$ cat config.mk
export PLATFORM = sky130hd
export DESIGN_NAME = output_format_config_regs
export DESIGN_NICKNAME = d
export VERILOG_FILES = /design/src/rtl/out_fmt_pkg.sv /design/src/rtl/sample_formatter.sv /design/src/rtl/output_format_config_regs.sv
export SDC_FILE = /design/constraint.sdc
export NUM_CORES = 1
export LEC_CHECK = 0
export BUFFER_PORTS_ARGS = -buffer_cell sky130_fd_sc_hd__buf_2
export CORE_AREA = 2 2 296 298
export CTS_BUF_LIST = sky130_fd_sc_hd__clkbuf_16
export CTS_CLUSTER_SIZE = 28
export DETAILED_ROUTE_END_ITERATION = 6
export DIE_AREA = 0 0 298 300
export GPL_TIMING_DRIVEN = 0
export REMOVE_ABC_BUFFERS = 1
export SLEW_MARGIN = 20
export SYNTH_ARGS = -nofsm -noshare
export SYNTH_HDL_FRONTEND = slang
export SYNTH_SLANG_ARGS = --single-unit
$ cat constraint.sdc
create_clock -name mclk -period 2.67 [get_ports mclk]
set_input_delay 0.1335 -clock mclk [delete_from_list [all_inputs] [get_ports mclk]]
set_output_delay 0.1335 -clock mclk [all_outputs]
set_load 0.03 [all_outputs]
$ cat src/rtl/out_fmt_pkg.sv
// package for the output format configuration register bank
// assumes byte-wide register locations behind the serial configuration port
package out_fmt_pkg;
    localparam logic [7:0] MIX_B_BASE = 8'h31;
    localparam logic [7:0] MAP_A_BASE = 8'h39;
    localparam logic [7:0] MAP_A_LAST = 8'h60;
    localparam logic [7:0] MAP_B_BASE = 8'h61;
    localparam logic [7:0] MAP_B_LAST = 8'h88;
    localparam logic [7:0] FMT_A_ADDR = 8'h8f;
    localparam logic [7:0] FMT_B_ADDR = 8'h92;
    localparam int FMT_BIT = 1;
    localparam logic [7:0] FMT_MASK = 8'h02;
    localparam logic [7:0] REG_RESET = 8'h00;
    localparam int MIX_BYTES = 4;
    localparam int MAP_DEPTH = 40;
    localparam int SAMPLE_W = 14;

    typedef struct packed {
        logic wr;
        logic rd;
        logic [7:0] addr;
        logic [7:0] wdata;
    } cfg_req_t;
endpackage

$ cat src/rtl/sample_formatter.sv
// one channel output number format stage
// assumes samples arrive in two's complement, one per enabled clock
`timescale 1ns/10ps
`default_nettype none
module sample_formatter #(
    parameter int W = 14
) (
    input wire logic mclk,
    input wire logic rst_n,
    input wire logic ce,
    input wire logic offsetBinary,
    input wire logic [W-1:0] sampleIn,
    output var logic [W-1:0] sampleOut
);
    logic [W-1:0] sample_d;

    // offset binary is two's complement with the sign bit flipped
    assign sample_d = {sampleIn[W-1] ^ offsetBinary, sampleIn[W-2:0]};

    always_ff @(posedge mclk or negedge rst_n) begin
        if (!rst_n) begin
            sampleOut <= '0;
        end else if (ce) begin
            sampleOut <= sample_d;
        end
    end
endmodule
`default_nettype wire

$ cat src/rtl/output_format_config_regs.sv
// output format configuration registers: mixer word b, bit reorder tables,
// per-channel output encoding; also formats the two sample streams
// assumes a byte register port already decoded from the serial interface
// and the real decimation and digital bypass controls from elsewhere
`timescale 1ns/10ps
`default_nettype none
module output_format_config_regs #(
    parameter int SW = 14
) (
    input wire logic mclk,
    input wire logic rst_n,
    input wire logic ce,
    input wire out_fmt_pkg::cfg_req_t cfg,
    input wire logic realDecimation,
    input wire logic digitalBypass,
    input wire logic [SW-1:0] sampleInA,
    input wire logic [SW-1:0] sampleInB,
    output var logic [7:0] rdata,
    output logic [31:0] mixerFreqWordB,
    output logic [out_fmt_pkg::MAP_DEPTH*8-1:0] mapTableA,
    output logic [out_fmt_pkg::MAP_DEPTH*8-1:0] mapTableB,
    output logic [SW-1:0] sampleOutA,
    output logic [SW-1:0] sampleOutB
);
    import out_fmt_pkg::*;

    logic [7:0] mix_q [MIX_BYTES];
    logic [7:0] mapA_q [MAP_DEPTH];
    logic [7:0] mapB_q [MAP_DEPTH];
    logic [7:0] fmtA_q;
    logic [7:0] fmtB_q;
    logic [7:0] rdata_d;

    wire hitMix = cfg.addr >= MIX_B_BASE
                  && cfg.addr < MIX_B_BASE + 8'(MIX_BYTES);
    wire hitMapA = cfg.addr >= MAP_A_BASE && cfg.addr <= MAP_A_LAST;
    wire hitMapB = cfg.addr >= MAP_B_BASE && cfg.addr <= MAP_B_LAST;
    wire hitFmtA = cfg.addr == FMT_A_ADDR;
    wire hitFmtB = cfg.addr == FMT_B_ADDR;
    wire [7:0] mixIdx = cfg.addr - MIX_B_BASE;
    wire [7:0] mapAIdx = cfg.addr - MAP_A_BASE;
    wire [7:0] mapBIdx = cfg.addr - MAP_B_BASE;
    wire wrEn = ce && cfg.wr;
    wire offBinA = fmtA_q[FMT_BIT] && digitalBypass;
    wire offBinB = fmtB_q[FMT_BIT] && digitalBypass;

    genvar i;
    generate
        for (i = 0; i < MIX_BYTES; i++) begin : g_mix
            always_ff @(posedge mclk or negedge rst_n) begin
                if (!rst_n) begin
                    mix_q[i] <= REG_RESET;
                end else if (ce && realDecimation) begin
                    // real mode clears word
                    // hardware clear beats a software write in the same cycle
                    mix_q[i] <= REG_RESET;
                end else if (wrEn && hitMix && mixIdx == 8'(i)) begin
                    mix_q[i] <= cfg.wdata;
                end
            end
            assign mixerFreqWordB[8*i+7:8*i] = mix_q[i];
        end
        for (i = 0; i < MAP_DEPTH; i++) begin : g_map
            always_ff @(posedge mclk or negedge rst_n) begin
                if (!rst_n) begin
                    mapA_q[i] <= REG_RESET;
                end else if (wrEn && hitMapA && mapAIdx == 8'(i)) begin
                    mapA_q[i] <= cfg.wdata;
                end
            end
            always_ff @(posedge mclk or negedge rst_n) begin
                if (!rst_n) begin
                    mapB_q[i] <= REG_RESET;
                end else if (wrEn && hitMapB && mapBIdx == 8'(i)) begin
                    mapB_q[i] <= cfg.wdata;
                end
            end
            assign mapTableA[8*i+7:8*i] = mapA_q[i];
            assign mapTableB[8*i+7:8*i] = mapB_q[i];
        end
    endgenerate

    always_ff @(posedge mclk or negedge rst_n) begin
        if (!rst_n) begin
            fmtA_q <= REG_RESET;
        end else if (wrEn && hitFmtA) begin
            fmtA_q <= cfg.wdata & FMT_MASK;
        end
    end

    always_ff @(posedge mclk or negedge rst_n) begin
        if (!rst_n) begin
            fmtB_q <= REG_RESET;
        end else if (wrEn && hitFmtB) begin
            fmtB_q <= cfg.wdata & FMT_MASK;
        end
    end

    // unmapped locations read zero rather than holding the last value
    assign rdata_d = hitMix ? mix_q[mixIdx[1:0]] :
                     hitMapA ? mapA_q[mapAIdx[5:0]] :
                     hitMapB ? mapB_q[mapBIdx[5:0]] :
                     hitFmtA ? fmtA_q :
                     hitFmtB ? fmtB_q : REG_RESET;

    always_ff @(posedge mclk or negedge rst_n) begin
        if (!rst_n) begin
            rdata <= REG_RESET;
        end else if (ce && cfg.rd) begin
            rdata <= rdata_d;
        end
    end

    sample_formatter #(.W(SW)) u_fmt_a (
        .mclk(mclk),
        .rst_n(rst_n),
        .ce(ce),
        .offsetBinary(offBinA),
        .sampleIn(sampleInA),
        .sampleOut(sampleOutA)
    );

    sample_formatter #(.W(SW)) u_fmt_b (
        .mclk(mclk),
        .rst_n(rst_n),
        .ce(ce),
        .offsetBinary(offBinB),
        .sampleIn(sampleInB),
        .sampleOut(sampleOutB)
    );

    a_mix_write_byte: assert property (
        @(posedge mclk) disable iff (!rst_n)
        ce && !realDecimation && cfg.wr && cfg.addr == MIX_B_BASE + 8'h03
        |=> mixerFreqWordB[31:24] == $past(cfg.wdata))
        else $error("mixer word top byte not written");

    a_mix_real_zero: assert property (
        @(posedge mclk) disable iff (!rst_n)
        ce && realDecimation |=> mixerFreqWordB == 32'h0)
        else $error("mixer word not cleared in real mode");

    a_map_a_entry: assert property (
        @(posedge mclk) disable iff (!rst_n)
        ce && cfg.wr && cfg.addr == MAP_A_LAST
        |=> mapTableA[MAP_DEPTH*8-1 -: 8] == $past(cfg.wdata))
        else $error("last channel a table entry not written");

    a_map_b_entry: assert property (
        @(posedge mclk) disable iff (!rst_n)
        ce && cfg.wr && cfg.addr == MAP_B_BASE
        |=> mapTableB[7:0] == $past(cfg.wdata) && $stable(mapTableA))
        else $error("first channel b table entry not written");

    a_fmt_a_coding: assert property (
        @(posedge mclk) disable iff (!rst_n)
        ce && fmtA_q[FMT_BIT] && digitalBypass
        |=> sampleOutA == {~$past(sampleInA[SW-1]), $past(sampleInA[SW-2:0])})
        else $error("channel a offset binary wrong");

    a_fmt_b_coding: assert property (
        @(posedge mclk) disable iff (!rst_n)
        ce && fmtB_q[FMT_BIT] && digitalBypass
        |=> sampleOutB == {~$past(sampleInB[SW-1]), $past(sampleInB[SW-2:0])})
        else $error("channel b offset binary wrong");

    a_bypass_gate: assert property (
        @(posedge mclk) disable iff (!rst_n)
        ce && !digitalBypass |=> sampleOutA == $past(sampleInA)
        && sampleOutB == $past(sampleInB))
        else $error("format applied without digital bypass");

    a_fmt_unused_zero: assert property (
        @(posedge mclk) disable iff (!rst_n)
        ce && cfg.rd && (hitFmtA || hitFmtB)
        |=> rdata[7:2] == 6'h00 && rdata[0] == 1'b0)
        else $error("unused format bits read nonzero");

    a_mix_read_back: assert property (
        @(posedge mclk) disable iff (!rst_n)
        ce && cfg.rd && cfg.addr == MIX_B_BASE + 8'h03
        |=> rdata == $past(mixerFreqWordB[31:24]))
        else $error("mixer word top byte read back wrong");

    a_map_a_read: assert property (
        @(posedge mclk) disable iff (!rst_n)
        ce && cfg.rd && cfg.addr == MAP_A_LAST
        |=> rdata == $past(mapTableA[MAP_DEPTH*8-1 -: 8]))
        else $error("last channel a table entry read back wrong");

    a_map_b_read: assert property (
        @(posedge mclk) disable iff (!rst_n)
        ce && cfg.rd && cfg.addr == MAP_B_BASE
        |=> rdata == $past(mapTableB[7:0]))
        else $error("first channel b table entry read back wrong");

    a_fmt_a_twos: assert property (
        @(posedge mclk) disable iff (!rst_n)
        ce && !fmtA_q[FMT_BIT] |=> sampleOutA == $past(sampleInA))
        else $error("channel a twos complement altered");

    a_fmt_b_twos: assert property (
        @(posedge mclk) disable iff (!rst_n)
        ce && !fmtB_q[FMT_BIT] |=> sampleOutB == $past(sampleInB))
        else $error("channel b twos complement altered");
endmodule
`default_nettype wire

==> metrics.txt <==
register area share after synthesis 0.537; FMAX 0.381 GHz; critical path data required time 3.23 ns; Syn Area/Cell 14.4 um2; DR DRC count 0; hold path cells 4; commonest non-fill, non-tap cell in the layout buf_2; WS Path Type input port to register; Pre-antenna DRT Iters 5; WL final 132000 um; crit path max fanout 24; via density per instance 5.72; htree depth 3; Worst path max stage delay 0.75 ns; via count 24900; CTS Sinks 710; layout cell share with drive strength beyond 1 0.614; Post-synth top flop dfrtp_1; most frequent cells in the layout buf_2, dfrtp_1, mux2_2, mux4_2, nand2_1; die area roughly 90000 um2; Worst EP arrival 3.19 ns; Slew headroom 0.326; RSZ-0062 raised after global routing no; Area growth, synth to finish 32.1%; WL/cell 30.4 um; initial antenna violation count 5; final hold violations 0; CTS tree yes; gpl congestion 0.894; CTS max path bufs 3; Crit path top cell by count a21oi_1; Tmin final 2.63 ns; final setup vio count 0; pwr/cell area 564 nW/um2; Max VDD drop a little under 600 uV; Post-synth ARST share 1.00; critical path startpoint category input port; EDFF count, synth 0; Tcrit/Tclk final 0.984; FF-to-FF path depth 6; CP Launch Point cfg[10]; Max Cap Viol 0; 1st-iter DRT viols 1999; first-pass GRT wire length 190000 um; clock skew around 0.018 ns; GRT Util Overall 0.289; Skew-Pair Late Insertion Delay 0.63 ns; Max Slew Vio Count 0; Initial Util 0.384; register area 17800 um2; chip width 298 um; root buf cell clkbuf_16; Final #Nets 3175; fill count 7395; Boundary Pins 759; Critical R2R Capture rdata[0]$_DFFE_PN0P_; Syn Std Cell Area between 30000 and 40000 um2; Pleak 22.5 nW; vias in the first global route 25800; R2R Setup Slk 0.28 ns; Synth Instances about 2300; largest net degree at the start of global routing around 110; Power Total 24.6 mW; worst slew pin tran 1.01 ns; Tightest Hold Check Type input port to register; Yosys cell types 57; CP max stage cell a21oi_1; antenna-violating nets left 0; status completed; register bit total from synthesis 710; HPWL after DPL roughly 95000 um; YS warnings 0; CP endpoint kind register; Core ar. 86200 um2; die height 300 um; Cell Chain, Critical Path clkbuf_4, nor3_4, xnor2_2, a21oi_1, o22a_1, a21oi_1, or4_1, a31oi_1; Hold EP rdata[1]$_DFFE_PN0P_; Port Buffer Count approximately 760; Multi-input gate area between 15000 and 20000 um2; GRT overflow 0; hold_sp cfg[16]; Rows 108; CTS Buf Count between 80 and 90; FF-to-FF Start mapTableA[32]$_DFFE_PN0P_; Worst-path clk slew about 0.06 ns; WHS roughly 0.033 ns
-- critical path, delay by kind of cell --
family | cells | cell delay, ns
compound gates | 4 | 1.37
xor+xnor | 1 | 0.25
buf+inv | 1 | 0.30
simple gates | 2 | 1.10
-- per-stage QoR --
step	setup TNS [ns]	instances	worst slack, ns	utilization	cell area [um2]
2_1_floorplan	-930.78	2110	-4.36	-	32300
3_3_place_gp	-	4023	-16.92	0.436	37600
6_report	0	4344	0.0439	0.507	43700
4_1_cts	-0.282	4328	-0.0263	0.505	43500
5_1_grt	0	4342	0.0106	0.507	43700
3_5_place_dp	-1548.91	4067	-2.88	0.448	38700
-- final cells by class --
class | instances | share of cell area
tap | 1155 | 0.0331
clock buffer | 82 | 0.0470
timing repair buffer | 926 | 0.149
inverter | 7 | 0.000687
sequential | 710 | 0.407
antenna | 2 | 0.000115
multi-input combinational | 1393 | 0.350
clock inverter | 69 | 0.0139
-- per-layer routing --
metal / track usage / vias up / routed length (um)
li1: - / 10200 / -
met4: 0.120 / 4 / 6200
met1: 0.364 / 13200 / 51400
met5: 0 / - / 22
met3: 0.0738 / 272 / 10400
met2: 0.477 / 1168 / 64300
-- worst max path at each step --
stage / cells after the start / to / slack [ns]
finish: 8 / rdata[2]$_DFFE_PN0P_ / 0.04
detailed placement: 12 / mapTableA[82]$_DFFE_PN0P_ / -2.88
floorplan: 5 / mapTableB[160]$_DFFE_PN0P_ / -4.36
global route: 9 / mapTableB[209]$_DFFE_PN0P_ / 0.01
global placement: 9 / rdata[1]$_DFFE_PN0P_ / -16.92
CTS: 13 / mapTableA[252]$_DFFE_PN0P_ / -0.03
-- state kept, by name, summed over array words and instances, names as in the netlist --
register and count:
fmtA_q 1, fmtB_q 1, mapTableA 320, mapTableB 320, mixerFreqWordB 32, rdata 8, u_fmt_a.sampleOut 14, u_fmt_b.sampleOut 14
-- kinds of logic after synthesis --
logic type	count (synthesis)	share of synthesized area
AO/OA/AOI/OAI	133	0.0252
XOR/XNOR	16	0.00424
adder cells (fa/ha/maj)	4	0.00151
buffers and inverters	187	0.0227
flip-flops	710	0.537
multiplexers	861	0.352
AND/OR/NAND/NOR	379	0.0570
-- Yosys cell counts (all sizes together), types with 15 or more instances --
library cell  instances  area share
mux4                173        0.12
a21oi                58      0.0088
nand4                28      0.0053
nor2                 56      0.0089
dfrtp               710        0.54
nand2               162       0.018
nor3                 20      0.0038
buf                  47      0.0068
nand3                50      0.0079
mux2i                19      0.0058
a31oi                15      0.0028
clkbuf              133       0.015
or3                  16      0.0030
mux2                669        0.23
-- power by group --
part / internal, mW / leakage [nW] / total (mW) / switching (mW)
Combinational: 0.828 / 11.3 / 2.46 / 1.63
Sequential: 10.9 / 9.83 / 11.0 / 0.0866
Clock: 6.42 / 1.36 / 11.2 / 4.78
Total: 18.1 / 22.5 / 24.6 / 6.49
-- what timing repair did --
action	in CTS	in global routing
hold endpoints to repair	124	0
buffers inserted	71	13
resized for setup	144	12
setup endpoints to repair	680	669
hold buffers	32	0
gates cloned	7	2
pin swaps	47	12
Note: power is estimated with default switching activity, not from simulation.
